--- config.mk ---
export PLATFORM = sky130hd
export DESIGN_NAME = pll_core_clock_control
export DESIGN_NICKNAME = d
export VERILOG_FILES = /design/src/hw/pll_clock_pkg.sv /design/src/hw/core_clock_divider.sv /design/src/hw/pll_core_clock_control.sv
export SDC_FILE = /design/constraint.sdc
export NUM_CORES = 1
export LEC_CHECK = 0
export ABC_AREA = 1
export BUFFER_PORTS_ARGS = -buffer_cell sky130_fd_sc_hd__buf_2
export CAP_MARGIN = 20
export CORE_MARGIN = 3
export CORE_UTILIZATION = 56
export CTS_BUF_LIST = sky130_fd_sc_hd__clkbuf_8
export CTS_CLUSTER_DIAMETER = 200
export DETAILED_ROUTE_END_ITERATION = 16
export MAX_ROUTING_LAYER = met4
export PLACE_DENSITY = 0.89
export SYNTH_ARGS = -nofsm -noshare
export SYNTH_HDL_FRONTEND = slang
export SYNTH_SLANG_ARGS = --single-unit
--- constraint.sdc ---
create_clock -name clk -period 2.5 [get_ports clk]
set_input_delay 0.75 -clock clk [delete_from_list [all_inputs] [get_ports clk]]
set_output_delay 0.75 -clock clk [all_outputs]
set_load 0.02 [all_outputs]
--- src/hw/pll_clock_pkg.sv ---
// Purpose: Shared constants and types for the PLL and core clock control block
// Assumes: One 100 MHz clock; the control register sits on the 8-bit special-function bus
// Notes: Every offset, field position, reset value and timing count lives here
package pll_clock_pkg;

    // ----------------------------------------------------------------
    // Register map
    // ----------------------------------------------------------------
    localparam logic [7:0] PLL_CTRL_ADDR = 8'hd7;
    localparam logic [7:0] PLL_CTRL_RESET = 8'h53;
    localparam int OSC_HALT_BIT = 7;
    localparam int LOCK_BIT = 6;
    localparam int RSVD_HI_BIT = 5;
    localparam int RSVD_LO_BIT = 4;
    localparam int FAST_IRQ_BIT = 3;
    localparam int DIV_MSB = 2;
    localparam int DIV_LSB = 0;
    localparam logic [2:0] DIV_FASTEST = 3'h0;

    // ----------------------------------------------------------------
    // Timing
    // ----------------------------------------------------------------
    localparam int CLK_HZ = 100_000_000;
    localparam int XTAL_HZ = 32_768;
    localparam int PLL_MULT = 512;
    localparam int SYS_HZ = PLL_MULT * XTAL_HZ;
    localparam int XTAL_PERIOD_CYC = CLK_HZ / XTAL_HZ;
    localparam int TRACK_TOL_PCT = 20;
    localparam int TRACK_MIN_CYC = (XTAL_PERIOD_CYC * (100 - TRACK_TOL_PCT) + 99) / 100;
    localparam int TRACK_MAX_CYC = (XTAL_PERIOD_CYC * (100 + TRACK_TOL_PCT)) / 100;
    localparam int LOCK_TIMEOUT_CYC = 2 * XTAL_PERIOD_CYC;
    localparam int ACC_W = 27;
    localparam logic [ACC_W-1:0] ACC_MOD = ACC_W'(CLK_HZ);
    localparam logic [ACC_W-1:0] ACC_STEP = ACC_W'(SYS_HZ);

    // ----------------------------------------------------------------
    // Types
    // ----------------------------------------------------------------
    typedef struct packed {
        logic [7:0] addr;
        logic wr;
        logic rd;
        logic [7:0] wdata;
    } sfr_req_s;

    typedef struct packed {
        logic osc_halt;
        logic [1:0] rsvd;
        logic fast_irq;
        logic [2:0] div_sel;
    } ctrl_s;

    typedef enum logic [1:0] {
        LK_WAIT_EDGE,
        LK_MEASURE,
        LK_DONE
    } lock_state_e;

endpackage

--- src/hw/core_clock_divider.sv ---
// Purpose: Binary core clock divider producing one-cycle core clock enables
// Assumes: sys_en is a one-cycle pulse at the PLL system rate, never two back to back
// Notes: A new divider code takes effect only at the end of a full core period
`timescale 1ns/1ps
module core_clock_divider #(
    parameter int SEL_W = 3
) (
    input wire logic clk,
    input wire logic resetn,
    input wire logic sys_en,
    input wire logic halt,
    input wire logic [SEL_W-1:0] sel,
    output logic core_en,
    output logic [SEL_W-1:0] active_sel
);
    import pll_clock_pkg::*;

    localparam int CNT_W = (1 << SEL_W);

    initial begin
        if (SEL_W < 1 || SEL_W > 4) begin
            $error("core_clock_divider: SEL_W must be 1 to 4");
        end
    end

    function automatic logic [CNT_W-1:0] div_limit(input logic [SEL_W-1:0] s);
        div_limit = CNT_W'((1 << s) - 1);
    endfunction

    logic [CNT_W-1:0] cnt;
    logic at_end;

    assign at_end = (cnt >= div_limit(active_sel));

    // ----------------------------------------------------------------
    // Period counter; selection latched only at a period boundary
    // ----------------------------------------------------------------
    always_ff @(posedge clk or negedge resetn) begin
        if (!resetn) begin
            cnt <= '0;
            active_sel <= SEL_W'(PLL_CTRL_RESET[DIV_MSB:DIV_LSB]);
            core_en <= 1'b0;
        end else begin
            core_en <= 1'b0;
            if (sys_en && !halt) begin
                if (at_end) begin
                    cnt <= '0;
                    active_sel <= sel;
                    core_en <= 1'b1;
                end else begin
                    cnt <= cnt + 1'b1;
                end
            end
        end
    end

    AST_DIV_ZERO_EVERY: assert property (@(posedge clk) disable iff (!resetn)
        (sys_en && !halt && active_sel == '0) |=> core_en)
        else $error("code zero did not pass every system pulse");

    AST_DIV_NO_RUNT: assert property (@(posedge clk) disable iff (!resetn)
        core_en |-> (active_sel == $past(sel)))
        else $error("divider code changed away from a period boundary");

    AST_DIV_HALVES: assert property (@(posedge clk) disable iff (!resetn)
        (sys_en && !halt && !at_end) |=> !core_en)
        else $error("core enable issued before the period ended");

endmodule

--- src/hw/pll_core_clock_control.sv ---
// Purpose: PLL tracking check, oscillator power-down control and core clock selection
// Assumes: xtal_in is the crystal clock level sampled on clk; isr_active is high in service
// Notes: System and core clocks are one-cycle enables derived from the 100 MHz clock
`timescale 1ns/1ps
// Contract
// - Halt bit set stops crystal oscillator during power-down.
// - Halt bit clear keeps oscillator running in power-down for interval counter.
// - Bit 6 is read-only tracking flag; writes do not change it.
// - Flag set at power-on when PLL tracks the crystal.
// - Crystal lost after lock rails PLL and halts core.
// - Flag cleared at power-on when crystal absent or tracking fails; PLL free-runs.
// - Fast interrupt bit set services interrupts at fastest core clock.
// - After interrupt return core goes back to divider-selected rate.
// - Fast interrupt bit clear services interrupts at divider rate.
// - Three-bit divider selects core rate; zero gives undivided PLL clock.
// - Control register reads hexadecimal 53 after power-on reset.
// - Each higher divider code halves the core clock.
// - PLL runs at 512 times the 32.768 kHz crystal.
module pll_core_clock_control #(
    parameter int LOCK_TIMEOUT = pll_clock_pkg::LOCK_TIMEOUT_CYC
) (
    input wire logic clk,
    input wire logic resetn,
    input pll_clock_pkg::sfr_req_s sfr,
    output logic sfr_hit,
    output logic [7:0] sfr_rdata,
    input wire logic xtal_in,
    input wire logic power_down_mode,
    input wire logic isr_active,
    output logic xtal_osc_enable,
    output logic pll_locked,
    output logic pll_free_run,
    output logic pll_railed,
    output logic sys_clk_en,
    output logic core_clk_en,
    output logic fast_clock_active
);
    import pll_clock_pkg::*;

    initial begin
        if (LOCK_TIMEOUT <= TRACK_MAX_CYC || LOCK_TIMEOUT > 65535) begin
            $error("pll_core_clock_control: LOCK_TIMEOUT out of range");
        end
    end

    ctrl_s ctrl;
    logic lock;
    lock_state_e lk_state;
    logic [15:0] lk_cnt;
    logic xtal_q;
    logic xtal_rise;
    logic lk_timeout;
    logic [ACC_W-1:0] acc;
    logic [ACC_W:0] acc_sum;
    logic [2:0] eff_sel;
    logic [2:0] active_sel;
    logic core_halt;

    // ----------------------------------------------------------------
    // Register access
    // ----------------------------------------------------------------
    assign sfr_hit = (sfr.addr == PLL_CTRL_ADDR);

    always_ff @(posedge clk or negedge resetn) begin
        if (!resetn) begin
            ctrl <= ctrl_s'({PLL_CTRL_RESET[7], PLL_CTRL_RESET[5:0]});
        end else if (sfr.wr && sfr_hit) begin
            ctrl.osc_halt <= sfr.wdata[OSC_HALT_BIT];
            ctrl.rsvd <= sfr.wdata[RSVD_HI_BIT:RSVD_LO_BIT];
            ctrl.fast_irq <= sfr.wdata[FAST_IRQ_BIT];
            ctrl.div_sel <= sfr.wdata[DIV_MSB:DIV_LSB];
        end
    end

    always_ff @(posedge clk or negedge resetn) begin
        if (!resetn) begin
            sfr_rdata <= 8'h00;
        end else if (sfr.rd && sfr_hit) begin
            sfr_rdata <= {ctrl.osc_halt, lock, ctrl.rsvd, ctrl.fast_irq, ctrl.div_sel};
        end
    end

    // ----------------------------------------------------------------
    // Oscillator power-down
    // ----------------------------------------------------------------
    always_ff @(posedge clk or negedge resetn) begin
        if (!resetn) begin
            xtal_osc_enable <= 1'b1;
        end else begin
            xtal_osc_enable <= !(power_down_mode && ctrl.osc_halt);
        end
    end

    // ----------------------------------------------------------------
    // Crystal tracking check
    // ----------------------------------------------------------------
    assign xtal_rise = xtal_in && !xtal_q;
    assign lk_timeout = (lk_cnt >= 16'(LOCK_TIMEOUT));

    always_ff @(posedge clk or negedge resetn) begin
        if (!resetn) begin
            // Starts high so a crystal already high at release is not an edge
            xtal_q <= 1'b1;
        end else begin
            xtal_q <= xtal_in;
        end
    end

    always_ff @(posedge clk or negedge resetn) begin
        if (!resetn) begin
            lk_state <= LK_WAIT_EDGE;
            lk_cnt <= '0;
            lock <= PLL_CTRL_RESET[LOCK_BIT];
            pll_railed <= 1'b0;
        end else begin
            case (lk_state)
                LK_WAIT_EDGE: begin
                    if (xtal_rise) begin
                        lk_state <= LK_MEASURE;
                        lk_cnt <= '0;
                    end else if (lk_timeout) begin
                        lock <= 1'b0;
                        lk_state <= LK_DONE;
                    end else begin
                        lk_cnt <= lk_cnt + 1'b1;
                    end
                end
                LK_MEASURE: begin
                    if (xtal_rise) begin
                        lock <= (lk_cnt >= 16'(TRACK_MIN_CYC - 1))
                                && (lk_cnt <= 16'(TRACK_MAX_CYC - 1));
                        lk_state <= LK_DONE;
                        lk_cnt <= '0;
                    end else if (lk_timeout) begin
                        lock <= 1'b0;
                        lk_state <= LK_DONE;
                    end else begin
                        lk_cnt <= lk_cnt + 1'b1;
                    end
                end
                LK_DONE: begin
                    if (xtal_rise) begin
                        lk_cnt <= '0;
                    end else if (lock && lk_timeout) begin
                        pll_railed <= 1'b1;
                    end else if (!lk_timeout) begin
                        lk_cnt <= lk_cnt + 1'b1;
                    end
                end
                default: begin
                    lk_state <= LK_WAIT_EDGE;
                end
            endcase
        end
    end

    assign pll_locked = lock;
    assign pll_free_run = !lock;
    assign core_halt = pll_railed;

    // ----------------------------------------------------------------
    // System clock enable at 512 times the crystal rate
    // ----------------------------------------------------------------
    assign acc_sum = {1'b0, acc} + {1'b0, ACC_STEP};

    always_ff @(posedge clk or negedge resetn) begin
        if (!resetn) begin
            acc <= '0;
            sys_clk_en <= 1'b0;
        end else if (core_halt) begin
            sys_clk_en <= 1'b0;
        end else if (acc_sum >= {1'b0, ACC_MOD}) begin
            acc <= ACC_W'(acc_sum - {1'b0, ACC_MOD});
            sys_clk_en <= 1'b1;
        end else begin
            acc <= acc_sum[ACC_W-1:0];
            sys_clk_en <= 1'b0;
        end
    end

    // ----------------------------------------------------------------
    // Core clock selection and divider
    // ----------------------------------------------------------------
    always_comb begin
        if (ctrl.fast_irq && isr_active) begin
            eff_sel = DIV_FASTEST;
        end else begin
            eff_sel = ctrl.div_sel;
        end
    end

    core_clock_divider #(
        .SEL_W(3)
    ) u_div (
        .clk(clk),
        .resetn(resetn),
        .sys_en(sys_clk_en),
        .halt(core_halt),
        .sel(eff_sel),
        .core_en(core_clk_en),
        .active_sel(active_sel)
    );

    always_ff @(posedge clk or negedge resetn) begin
        if (!resetn) begin
            fast_clock_active <= 1'b0;
        end else begin
            fast_clock_active <= ctrl.fast_irq && isr_active && (active_sel == DIV_FASTEST);
        end
    end

    // ----------------------------------------------------------------
    // Checks
    // ----------------------------------------------------------------
    AST_OSC_HALT: assert property (@(posedge clk) disable iff (!resetn)
        (power_down_mode && ctrl.osc_halt) |=> !xtal_osc_enable)
        else $error("oscillator still enabled in power-down with halt set");

    AST_OSC_RUN: assert property (@(posedge clk) disable iff (!resetn)
        (power_down_mode && !ctrl.osc_halt) |=> xtal_osc_enable)
        else $error("oscillator stopped in power-down with halt clear");

    AST_LOCK_READ_ONLY: assert property (@(posedge clk) disable iff (!resetn)
        (lk_state == LK_DONE && sfr.wr && sfr_hit) |=> (lock == $past(lock)))
        else $error("write changed the tracking flag");

    AST_READ_VALUE: assert property (@(posedge clk) disable iff (!resetn)
        (sfr.rd && sfr_hit) |=> (sfr_rdata == {$past(ctrl.osc_halt), $past(lock),
            $past(ctrl.rsvd), $past(ctrl.fast_irq), $past(ctrl.div_sel)}))
        else $error("register read returned wrong contents");

    AST_NO_CRYSTAL: assert property (@(posedge clk) disable iff (!resetn)
        (lk_state == LK_WAIT_EDGE && lk_timeout && !xtal_rise) |=> (!lock && pll_free_run))
        else $error("tracking flag not cleared with no crystal");

    AST_RAIL_HALT: assert property (@(posedge clk) disable iff (!resetn)
        pll_railed |=> (!sys_clk_en ##1 !core_clk_en))
        else $error("core clock still running after the PLL railed");

    AST_FAST_SEL: assert property (@(posedge clk) disable iff (!resetn)
        (ctrl.fast_irq && isr_active) |-> (eff_sel == DIV_FASTEST))
        else $error("fast interrupt not using fastest core clock");

    AST_SLOW_SEL: assert property (@(posedge clk) disable iff (!resetn)
        (!ctrl.fast_irq || !isr_active) |-> (eff_sel == ctrl.div_sel))
        else $error("core clock not following the divider field");

    AST_TRACK_PASS: assert property (@(posedge clk) disable iff (!resetn)
        (lk_state == LK_MEASURE && xtal_rise && lk_cnt == 16'(XTAL_PERIOD_CYC - 1))
        |=> (lock && lk_state == LK_DONE))
        else $error("nominal crystal period did not set the tracking flag");

    AST_SYS_SPACED: assert property (@(posedge clk) disable iff (!resetn)
        sys_clk_en |=> !sys_clk_en)
        else $error("system clock enable high on two cycles in a row");

    AST_SYS_LIVE: assert property (@(posedge clk) disable iff (!resetn)
        (!pll_railed && !sys_clk_en) |-> ##[1:7] (sys_clk_en || pll_railed))
        else $error("system clock enable missing while the PLL runs");

    AST_CORE_ON_SYS: assert property (@(posedge clk) disable iff (!resetn)
        core_clk_en |-> $past(sys_clk_en))
        else $error("core clock enable not aligned to a system pulse");

    AST_RAIL_STICKY: assert property (@(posedge clk) disable iff (!resetn)
        pll_railed |=> pll_railed)
        else $error("railed state cleared without reset");

    AST_RAIL_NEEDS_LOCK: assert property (@(posedge clk) disable iff (!resetn)
        $rose(pll_railed) |-> pll_locked)
        else $error("PLL railed without an earlier lock");

    AST_NO_RAIL_UNLOCKED: assert property (@(posedge clk) disable iff (!resetn)
        (!pll_locked && !pll_railed) |=> !pll_railed)
        else $error("unlocked PLL reported as railed");

    AST_LOCK_STEADY: assert property (@(posedge clk) disable iff (!resetn)
        (lk_state == LK_DONE) |=> $stable(lock))
        else $error("tracking flag changed after the check finished");

    AST_RDATA_HOLD: assert property (@(posedge clk) disable iff (!resetn)
        !(sfr.rd && sfr_hit) |=> $stable(sfr_rdata))
        else $error("read data changed without a register read");

    AST_OSC_AWAKE: assert property (@(posedge clk) disable iff (!resetn)
        !power_down_mode |=> xtal_osc_enable)
        else $error("oscillator stopped outside power-down");

    AST_FAST_HOLD: assert property (@(posedge clk) disable iff (!resetn)
        (ctrl.fast_irq && isr_active && sys_clk_en && !pll_railed
            && active_sel == DIV_FASTEST) |=> (core_clk_en && active_sel == DIV_FASTEST))
        else $error("fast interrupt clock skipped a system pulse");

    AST_FAST_EXIT: assert property (@(posedge clk) disable iff (!resetn)
        ($fell(isr_active) && ctrl.fast_irq && !pll_railed
            && active_sel == DIV_FASTEST) |-> ##[1:8] (active_sel == ctrl.div_sel))
        else $error("core clock did not return to the divider rate");

    AST_SLOW_FLAG: assert property (@(posedge clk) disable iff (!resetn)
        (!ctrl.fast_irq || !isr_active) |=> !fast_clock_active)
        else $error("fast clock flagged without fast interrupt service");

endmodule

; ---- After elaboration in Yosys (flattened, before gate mapping)
; Cells that the tools add are included.
[word_totals]
word_cells = 76
out_inout_bits = 16
in_bits = 23
reg_bits = 78
[op_classes]
mux = 20
bitwise = 1
eq_ne = 5
n_addsub = 5
order_cmp = 5
shifts = 1
n_reduce_logical = 22
[ops]
columns = operator, n
row1 = $mux W16, 4
row2 = $pmux W16 S2, 1
row3 = $add A27 B25 Y28 const B, 1
row4 = $ge A28 B27 Y1 const B, 1
row5 = $mux W27, 1
row6 = $sub A27 B27 Y27 const B, 1
row7 = $add A16 B1 Y16 const B, 1
row8 = $ge A16 B12 Y1 const B, 1
row9 = $ge A16 B13 Y1 const B, 1
row10 = $le A16 B12 Y1 const B, 1
row11 = $logic_and A1 B1 Y1, 9
row12 = $add A8 B1 Y8 const B, 1
row13 = $eq A8 B8 Y1 const B, 1
row14 = $ge A8 B8 Y1, 1
row15 = $mux W8, 1
row16 = $shl A1 B3 Y8 const A, 1
row17 = $sub A8 B2 Y8 const B, 1
row18 = $mux W1, 7
row19 = $mux W2, 3
row20 = $pmux W2 S3, 1
row21 = $reduce_and A2 Y1, 3
row22 = $logic_not A1 Y1, 4
row23 = $reduce_bool A2 Y1, 2
row24 = $logic_not A3 Y1, 1
row25 = other kinds (10), 10

; ---- Depth between registers and ports, before layout
; Gate-level depths: netlist of the first run.
[depth]
depth_word = 5
depth_mapped = 17
ltp_nobuf = 17

; ---- Hierarchy
; From an unflattened synthesis of the first run, not the netlist that was laid out.
[unflattened]
hier_cells = 534
area_unflattened_um2 = 4083.9
[by_module_without_submodules]
columns = module, instances, cells_per_inst, area_per_inst_um2, seq_area_each_um2
row1 = pll_core_clock_control, 1, 426, 3249.4, 1458.9
row2 = core_clock_divider, 1, 108, 834.6, 302.8

; ---- Least setup slack after synthesis of the first run
; OpenSTA, ideal clock, no wires.
[synth_timing]
path_type = register -> register
start = reg u_div.active_sel[0]
end = reg u_div.active_sel[2]
t_required_ns = 2.373
arrival_time_ns = 2.166
period_less_slack_ns = 2.293
n_path_buf = 0
setup_slack_ns = 0.207
setup_time_ns = 0.127
path_stages_with_launch = 18
cell_sequence = dfstp_2 > nor2_1 > nand2_1 > ha_1 > inv_1 > xor2_1 > inv_1 > ha_1 > nand2_1 > inv_1 > o21ai_0 > nand2_1 > nand2_1 > nand3_1 > nand2_1 > clkinv_1 > nand3_1 > o21ai_0
[synth_between]
elab_chain_len = 4
[synth_lines]
columns = element, line
row1 = start: declaration, core_clock_divider.sv:14  ; output logic [SEL_W-1:0] active_sel
row2 = start signal: assignment, core_clock_divider.sv:41  ; active_sel <= SEL_W'(PLL_CTRL_RESET[DIV_MSB:DIV_LSB]);
row3 = start signal: assignment, core_clock_divider.sv:48  ; active_sel <= sel;
row4 = $shl A1 B3 Y8, core_clock_divider.sv:27  ; div_limit = CNT_W'((1 << s) - 1);
row5 = $sub A8 B2 Y8, core_clock_divider.sv:27
row6 = $ge A8 B8 Y1, core_clock_divider.sv:33  ; assign at_end = (cnt >= div_limit(active_sel));
row7 = $reduce_and A2 Y1 (no source line), n/a
; Every way passes these cells.
; A chain may end at the register's enable or synchronous reset.

; ---- Final worst setup path of the first run
[layout_timing]
start = reg u_div.active_sel[1]
end = reg u_div.cnt[3]
[layout_between]
elab_chain_len = 4
[layout_lines]
columns = element, line
row1 = $shl A1 B3 Y8, core_clock_divider.sv:27
row2 = $sub A8 B2 Y8, core_clock_divider.sv:27
row3 = $ge A8 B8 Y1, core_clock_divider.sv:33
row4 = $mux W8, core_clock_divider.sv:46  ; if (at_end) begin
row5 = end signal: assignment, core_clock_divider.sv:51  ; cnt <= cnt + 1'b1;
row6 = end: declaration, core_clock_divider.sv:30  ; logic [CNT_W-1:0] cnt;
; Every way passes these cells.

==> impl_metrics.json, run 1 <==
{
  "status": "finished clean",
  "htreeDepth": 3,
  "crit_chain": "inv_2 -> nand3_1 -> ha_2 -> inv_2 -> xor2_1 -> inv_1 -> ha_1 -> nand2_1 -> inv_1 -> o21ai_2 -> nand2_1 -> nand2_1 -> nand3_2 -> nand2_4 -> buf_6 -> o21ai_0 -> a21oi_1",
  "synth_top_area_share_pct": 38.0,
  "power.leakage_nw": 2.39,
  "cts_buffers": 9,
  "synth_area_leaders": "dfrtp_1, nand2_1, nand3_1, ha_1, dfstp_2",
  "async_flop_share_pct": 100,
  "cp_data_arrival_time_ns": 2.72,
  "muxShareOfSynthArea_pct": 0,
  "crit_path_end_kind": "register",
  "ant_nets": 0,
  "final_area_um2": 4650,
  "grt_pass1_wl_um": 15200,
  "syn-num-nets": 556,
  "yosysUniqueCellTypes": 42,
  "grt_pass1_vias": 3680,
  "wl_per_cell_um": 12.9,
  "yosysSeqAreaShare_pct": 43.2,
  "clkTransAtPathRegs_ns": 0.07,
  "viasPerCell": 5.32,
  "hold_viol": 0,
  "peakVddDrop_mv": 0.457,
  "grt_overflow": 0,
  "cp_data_required_time_ns": 2.77,
  "nFillCells": 524,
  "drt_wl_total_um": 8630,
  "drt_pass1_iterations": 4,
  "dpl_cell_area_um2": 4400,
  "max_cap_viol_count": 0,
  "die_area_um2": 8350,
  "total_power_w": 0.00228,
  "endpoint": "u_div.cnt[3]$_DFFE_PN0P_",
  "drc_errors": 0,
  "area_growth_pct": 13.9,
  "critical_path.max_stage_delay_ns": 0.59,
  "gp_congestion": 0.886,
  "crit_path_top_delay_cell": "dfstp_2",
  "ys_warn_count": 0,
  "r2r_slack_ns": 0.05,
  "r2r_cells": 17,
  "clock_skew_ns": 0.00837,
  "holdWs_ns": 0.341,
  "clk_latency_ns": 0.34,
  "synthAdderAreaFrac_pct": 5.21,
  "clock_path_buffers": 2,
  "grt_max_degree": 37,
  "yosysMostFrequentCell": "nand2_1",
  "min_path_type": "input port to async pin",
  "reg2reg_from": "u_div.active_sel[1]$_DFFE_PN1P_",
  "synth_top_family_by_area": "simple AND/OR/NAND/NOR gates",
  "syn_inst": 516,
  "cts_tree": "built",
  "yosys-top-cells-count": "nand2_1, dfrtp_1, inv_1, nand3_1, nor2_1",
  "num_vias": 3548,
  "clock_sinks": 70,
  "ios": 39,
  "synth_top_cell_by_area": "dfrtp_1",
  "syn_area_um2": 4080,
  "rows": 30,
  "avgSynthCellArea_um2": 7.91,
  "synth_edf_count": 0,
  "yosys.area_share.xor_xnor_pct": 5.73,
  "antenna_found_initial": 0,
  "reg2reg_to": "u_div.cnt[3]$_DFFE_PN0P_",
  "diodes": 0,
  "die_w_um": 91.4,
  "fin_crit_ns": 2.45,
  "synth_compound_area_share_pct": 9.04,
  "drtIter0Drc": 154,
  "fmax_mhz": 407,
  "setup_violations": 0,
  "portBuffers": 37,
  "yosys.area_share.simple_pct": 30.1,
  "crit_fanout": 4,
  "start_util_pct": 58.8,
  "nets": 606,
  "ys_ff_latch": 70,
  "setup_tns_ns": 0,
  "finalMaxSlewViolations": 0,
  "critPathLaunch": "u_div.active_sel[1]$_DFFE_PN1P_",
  "track_usage_pct": 22.6,
  "synthFlopType": "dfrtp_1",
  "ctsHoldBuffers": 0,
  "hpwl_um": 6290,
  "fp.dieH_um": 91.4,
  "root_buffer": "clkbuf_8",
  "crit_path_start_kind": "register",
  "finalCritPeriodShare_pct": 98.2,
  "crit_top_cell": "nand2_1",
  "crit_type": "register to register",
  "core_um2": 6940,
  "p_per_area_nw_per_um2": 490,
  "drive_gt1_share_pct": 21.0
}
-- layout by cell type (no fill, tap or decap), drive strengths merged --
cell type | synthesis | final
a211oi | 2 | 2
o22ai | 2 | 2
xnor2 | 5 | 5
a21boi | 1 | 1
xor2 | 20 | 20
a31o | 1 | 1
or2 | 9 | 9
conb | 1 | 1
buf | 5 | 47
dfstp | 8 | 8
o21ai | 44 | 44
a31oi | 3 | 3
clkinvlp | 0 | 3
nor2 | 46 | 46
nand3b | 1 | 1
ha | 17 | 17
clkbuf | 3 | 9
dfrtp | 62 | 62
inv | 55 | 57
clkinv | 2 | 3
bufinv | 0 | 1
o21a | 1 | 1
nand3 | 49 | 49
a21oi | 15 | 15
nand4 | 3 | 3
nor4 | 1 | 1
nand2 | 153 | 153
nor3 | 7 | 7
-- registers in the layout, indices dropped and copies added (netlist names) --
signal,flops
acc,19
lk_cnt,16
sfr_rdata,8
u_div.cnt,8
ctrl,7
u_div.active_sel,3
lk_state,2
fast_clock_active,1
pll_locked,1
pll_railed,1
sys_clk_en,1
u_div.core_en,1
xtal_osc_enable,1
xtal_q,1
-- kinds of logic (layout without fill, tap and decap cells) --
kind of cell / count (synthesis) / count (layout)
adder cells (fa/ha/maj): 17 / 17
AND/OR/NAND/NOR: 269 / 269
XOR/XNOR: 25 / 25
AO/OA/AOI/OAI: 69 / 69
other: 1 / 1
buffers and inverters: 65 / 120
flip-flops: 70 / 70
-- how the worst min path moves through the flow --
stage | depth (start not counted) | to | slack [ns] | startpoint
3_3_place_gp | 1 | xtal_osc_enable$_DFF_PN1_ | 0.39 | ctrl[6]$_DFFE_PN0P_
3_5_place_dp | 1 | xtal_osc_enable$_DFF_PN1_ | 0.39 | ctrl[6]$_DFFE_PN0P_
2_1_floorplan | 1 | xtal_osc_enable$_DFF_PN1_ | 0.37 | ctrl[6]$_DFFE_PN0P_
4_1_cts | 1 | acc[23]$_DFFE_PN0P_ | 0.34 | resetn
6_report | 1 | acc[23]$_DFFE_PN0P_ | 0.34 | resetn
5_1_grt | 1 | acc[13]$_DFFE_PN0P_ | 0.35 | resetn
-- critical path, delay by kind of cell (launching register included) --
kind	cells	cell delay (ns)
AO/OA/AOI/OAI	3	0.26
XOR/XNOR	1	0.16
adder cells (fa/ha/maj)	2	0.49
buffers and inverters	5	0.36
flip-flops	1	0.59
AND/OR/NAND/NOR	6	0.52
-- per-layer routing --
metal	track usage [%]	part of all wire [%]	vias up	wire, um
li1	-	-	1759	-
met1	25.2	43	1675	3700
met5	-	0	-	0
met2	37.9	51	97	4380
met4	9.55	1.9	0	161
met3	6.46	4.5	17	388
-- stage by stage --
stage / instances / worst slack [ns] / utilization, %
floorplan: 516 / 0.207 / -
global placement: 649 / 0.103 / 63.4
detailed placement: 649 / -0.0733 / 63.4
CTS: 665 / 0.0301 / 66.2
global route: 667 / -0.0977 / 66.9
finish: 667 / 0.0457 / 66.9
-- layout make-up --
class	count	area, um2	area share, %
Sequential cell	70	1760	37.9
Timing Repair Buffer	47	277	5.95
Inverter	57	216	4.66
Clock buffer	9	124	2.66
Multi-Input combinational cell	381	2080	44.8
Tap cell	96	120	2.58
Clock inverter	7	66.3	1.43
-- where the power goes --
group | internal [W] | total (W) | switching (W)
Clock | 0.000453 | 0.000873 | 0.000420
Sequential | 0.00117 | 0.00121 | 0.0000371
Combinational | 0.0000746 | 0.000193 | 0.000118
Total | 0.00170 | 0.00228 | 0.000575
-- what timing repair did --
item,CTS,global route
setup endpoints to repair,4,11
gates resized for setup,3,16
setup buffers,0,2
pin swaps,0,5
gates cloned,0,0
(Power assumes the default switching activity.)
==> run 2: changes to the inputs <==
--- a/config.mk
+++ b/config.mk
@@ -5,16 +5,16 @@
 export SDC_FILE = /design/constraint.sdc
 export NUM_CORES = 1
 export LEC_CHECK = 0
-export ABC_AREA = 1
+export ABC_AREA = 0
 export BUFFER_PORTS_ARGS = -buffer_cell sky130_fd_sc_hd__buf_2
 export CAP_MARGIN = 20
 export CORE_MARGIN = 3
-export CORE_UTILIZATION = 56
+export CORE_UTILIZATION = 55
 export CTS_BUF_LIST = sky130_fd_sc_hd__clkbuf_8
 export CTS_CLUSTER_DIAMETER = 200
 export DETAILED_ROUTE_END_ITERATION = 16
 export MAX_ROUTING_LAYER = met4
-export PLACE_DENSITY = 0.89
+export PLACE_DENSITY = 0.88
 export SYNTH_ARGS = -nofsm -noshare
 export SYNTH_HDL_FRONTEND = slang
 export SYNTH_SLANG_ARGS = --single-unit
==> impl_metrics.json, run 2 <==
{
  "ys_warn_count": 0,
  "fin_util_pct": 68.3,
  "cts_tree": "built",
  "avgSynthCellArea_um2": 10.5,
  "pwr-share-seq_pct": 51.3,
  "fin_crit_ns": 2.48,
  "core_um2": 6420,
  "crit_path_top_delay_cell": "dfrtp_1",
  "root_buffer": "clkbuf_8",
  "largest_reg_flops": 19,
  "reg2reg_from": "u_div.active_sel[2]$_DFFE_PN0P_",
  "max_cap_viol_count": 0,
  "clock_sinks": 70,
  "cts_buffers": 9,
  "drtIter0Drc": 134,
  "critical_path.max_stage_delay_ns": 0.42,
  "hold_viol": 0,
  "setup_violations": 0,
  "critPathLaunch": "u_div.active_sel[2]$_DFFE_PN0P_",
  "fmax_mhz": 404,
  "regArea_um2": 1760,
  "portBuffers": 37,
  "pwr-share-clk_pct": 38.4,
  "multi_input_area_um2": 1920,
  "switching_share_pct": 28.2,
  "drt_pass1_iterations": 4,
  "grt_pass1_vias": 2802,
  "p_comb_share_pct": 10.3,
  "async_flop_share_pct": 100,
  "die_w_um": 87.7,
  "drc_errors": 0,
  "nets": 450,
  "synth_edf_count": 0,
  "clock_skew_ns": 0.0112,
  "crit_chain": "nor2_4 -> nand2_2 -> ha_4 -> xor2_2 -> nor2_1 -> a21oi_1 -> ha_1 -> nand4_1 -> nor3_2 -> o22a_1 -> buf_6 -> nor2_4 -> mux2_4",
  "syn-num-nets": 390,
  "finalCritPeriodShare_pct": 99.0,
  "ios": 39,
  "clkTransAtPathRegs_ns": 0.09,
  "peakVddDrop_mv": 0.298,
  "yosysUniqueCellTypes": 57,
  "nFillCells": 478,
  "finalMaxSlewViolations": 0,
  "start_util_pct": 57.1,
  "cp_data_arrival_time_ns": 2.71,
  "largestRegisters": "acc (19), lk_cnt (16)",
  "ctsHoldBuffers": 0,
  "fp.dieH_um": 87.7,
  "internal_power_w": 0.00176,
  "final_common_cell": "dfrtp_1",
  "r2r_slack_ns": 0.02,
  "clock_path_buffers": 2,
  "rows": 29,
  "cp_data_required_time_ns": 2.73,
  "grt_pass1_wl_um": 12500,
  "total_power_w": 0.00245,
  "regMostFlops": "acc",
  "crit_path_start_kind": "register",
  "final_cell_mix": "dfrtp_1, buf_2, nand2_1",
  "crit_type": "register to register",
  "min_path_type": "input port to async pin",
  "clk_latency_ns": 0.35,
  "ys_ff_latch": 70,
  "die_area_um2": 7690,
  "ant_nets": 0,
  "track_usage_pct": 21.3,
  "viasPerCell": 5.81,
  "gp_congestion": 0.867,
  "syn_area_um2": 3670,
  "crit_path_end_kind": "register",
  "diodes": 0,
  "status": "finished clean",
  "syn_inst": 350,
  "yosys-top-cells-count": "dfrtp_1, nand2_1, nor2_1, xor2_1, ha_1",
  "num_vias": 2859,
  "htreeDepth": 3,
  "switchingPower_w": 0.000691,
  "synth_top_area_share_pct": 42.3,
  "antenna_found_initial": 0,
  "crit_top_cell": "nor2_4",
  "wl_per_cell_um": 15.6,
  "rsz0062_at_grt": "yes",
  "synthFlopType": "dfrtp_1",
  "setup_tns_ns": 0,
  "p_per_area_nw_per_um2": 559,
  "yosysSeqAreaShare_pct": 48.0,
  "final_area_um2": 4380,
  "hpwl_um": 5120,
  "synth_area_leaders": "dfrtp_1, ha_1, dfstp_2, mux2_2, xor2_1",
  "drive_gt1_share_pct": 28.4,
  "dpl_cell_area_um2": 4040,
  "grt_max_degree": 71,
  "grt_overflow": 0,
  "drt_wl_total_um": 7680,
  "crit_fanout": 5,
  "yosysMostFrequentCell": "dfrtp_1",
  "power.leakage_nw": 2.05,
  "synth_top_cell_by_area": "dfrtp_1",
  "area_growth_pct": 19.5
}
## run 2: per-layer routing
| layer | up-vias | wire (um) | track usage, % |
|---|---|---|---|
| met4 | 0 | 146 | 8.37 |
| li1 | 1373 | - | - |
| met3 | 13 | 291 | 3.29 |
| met5 | - | 0 | - |
| met2 | 84 | 3790 | 34.6 |
| met1 | 1389 | 3450 | 26.8 |
## run 2: path summary, 6_finish.rpt
kind	depth (start not counted)	endpoint
worst min-delay path	2	ctrl[6]$_DFFE_PN0P_
max in group asynchronous	2	xtal_q$_DFF_PN1_
worst max register to register	13	u_div.cnt[0]$_DFFE_PN0P_
min in group clk	1	xtal_osc_enable$_DFF_PN1_
worst max-delay path	13	u_div.cnt[0]$_DFFE_PN0P_
worst min register to register	1	xtal_osc_enable$_DFF_PN1_
## run 2: cell type report
cell class              instances  area share, %
clock inverters                 7           1.83
clock buffers                   9           2.83
multi-input cells             258           43.8
well taps                      77           2.20
repair buffers                 55           7.68
flip-flops and latches         70           40.2
inverters                      16           1.48
## run 2: critical path: cells and delay by family, from the launching register on
kind | cells | cell delay, ns
AOI/OAI and AO/OA | 2 | 0.26
xor gates and xnor gates | 1 | 0.14
adders and majority gates | 2 | 0.50
buffers and inverters | 1 | 0.14
DFF | 1 | 0.42
muxes | 1 | 0.25
and+or+nand+nor | 6 | 0.64
## run 2: cell families (layout without fill, tap and decap cells)
logic type      Yosys count  in the layout  share of synthesized area [%]
mux                      19             19                           5.69
buf+inv                  22             87                           2.59
flops                    70             70                           48.0
other cells               1              1                          0.102
xor+xnor                 29             29                           6.92
fa+ha+maj                17             17                           5.80
compound gates           61             61                           12.4
simple gates            131            131                           18.5
## run 2: power groups by stage
stage               clock, W  combinational (W)  sequential, W
floorplan                  0           0.000173        0.00125
global placement           0           0.000237        0.00127
detailed placement         0           0.000248        0.00127
CTS                 0.000950           0.000253        0.00126
global route         0.00101           0.000286        0.00127
finish              0.000942           0.000253        0.00126
## run 2: stage by stage
step           hold WS [ns]  std cells  worst slack [ns]
3_5_place_dp          0.413        470           -0.0642
4_1_cts               0.418        486           0.00836
3_3_place_gp          0.395        470            0.0301
5_1_grt               0.433        492            -0.109
6_report              0.403        492            0.0245
2_1_floorplan         0.382        350           -0.0525
## run 2: repair_timing
action,in CTS,in global routing
pin swaps,0,10
gates resized for setup,3,16
buffers inserted,0,6
endpoints found under the setup margin,8,17
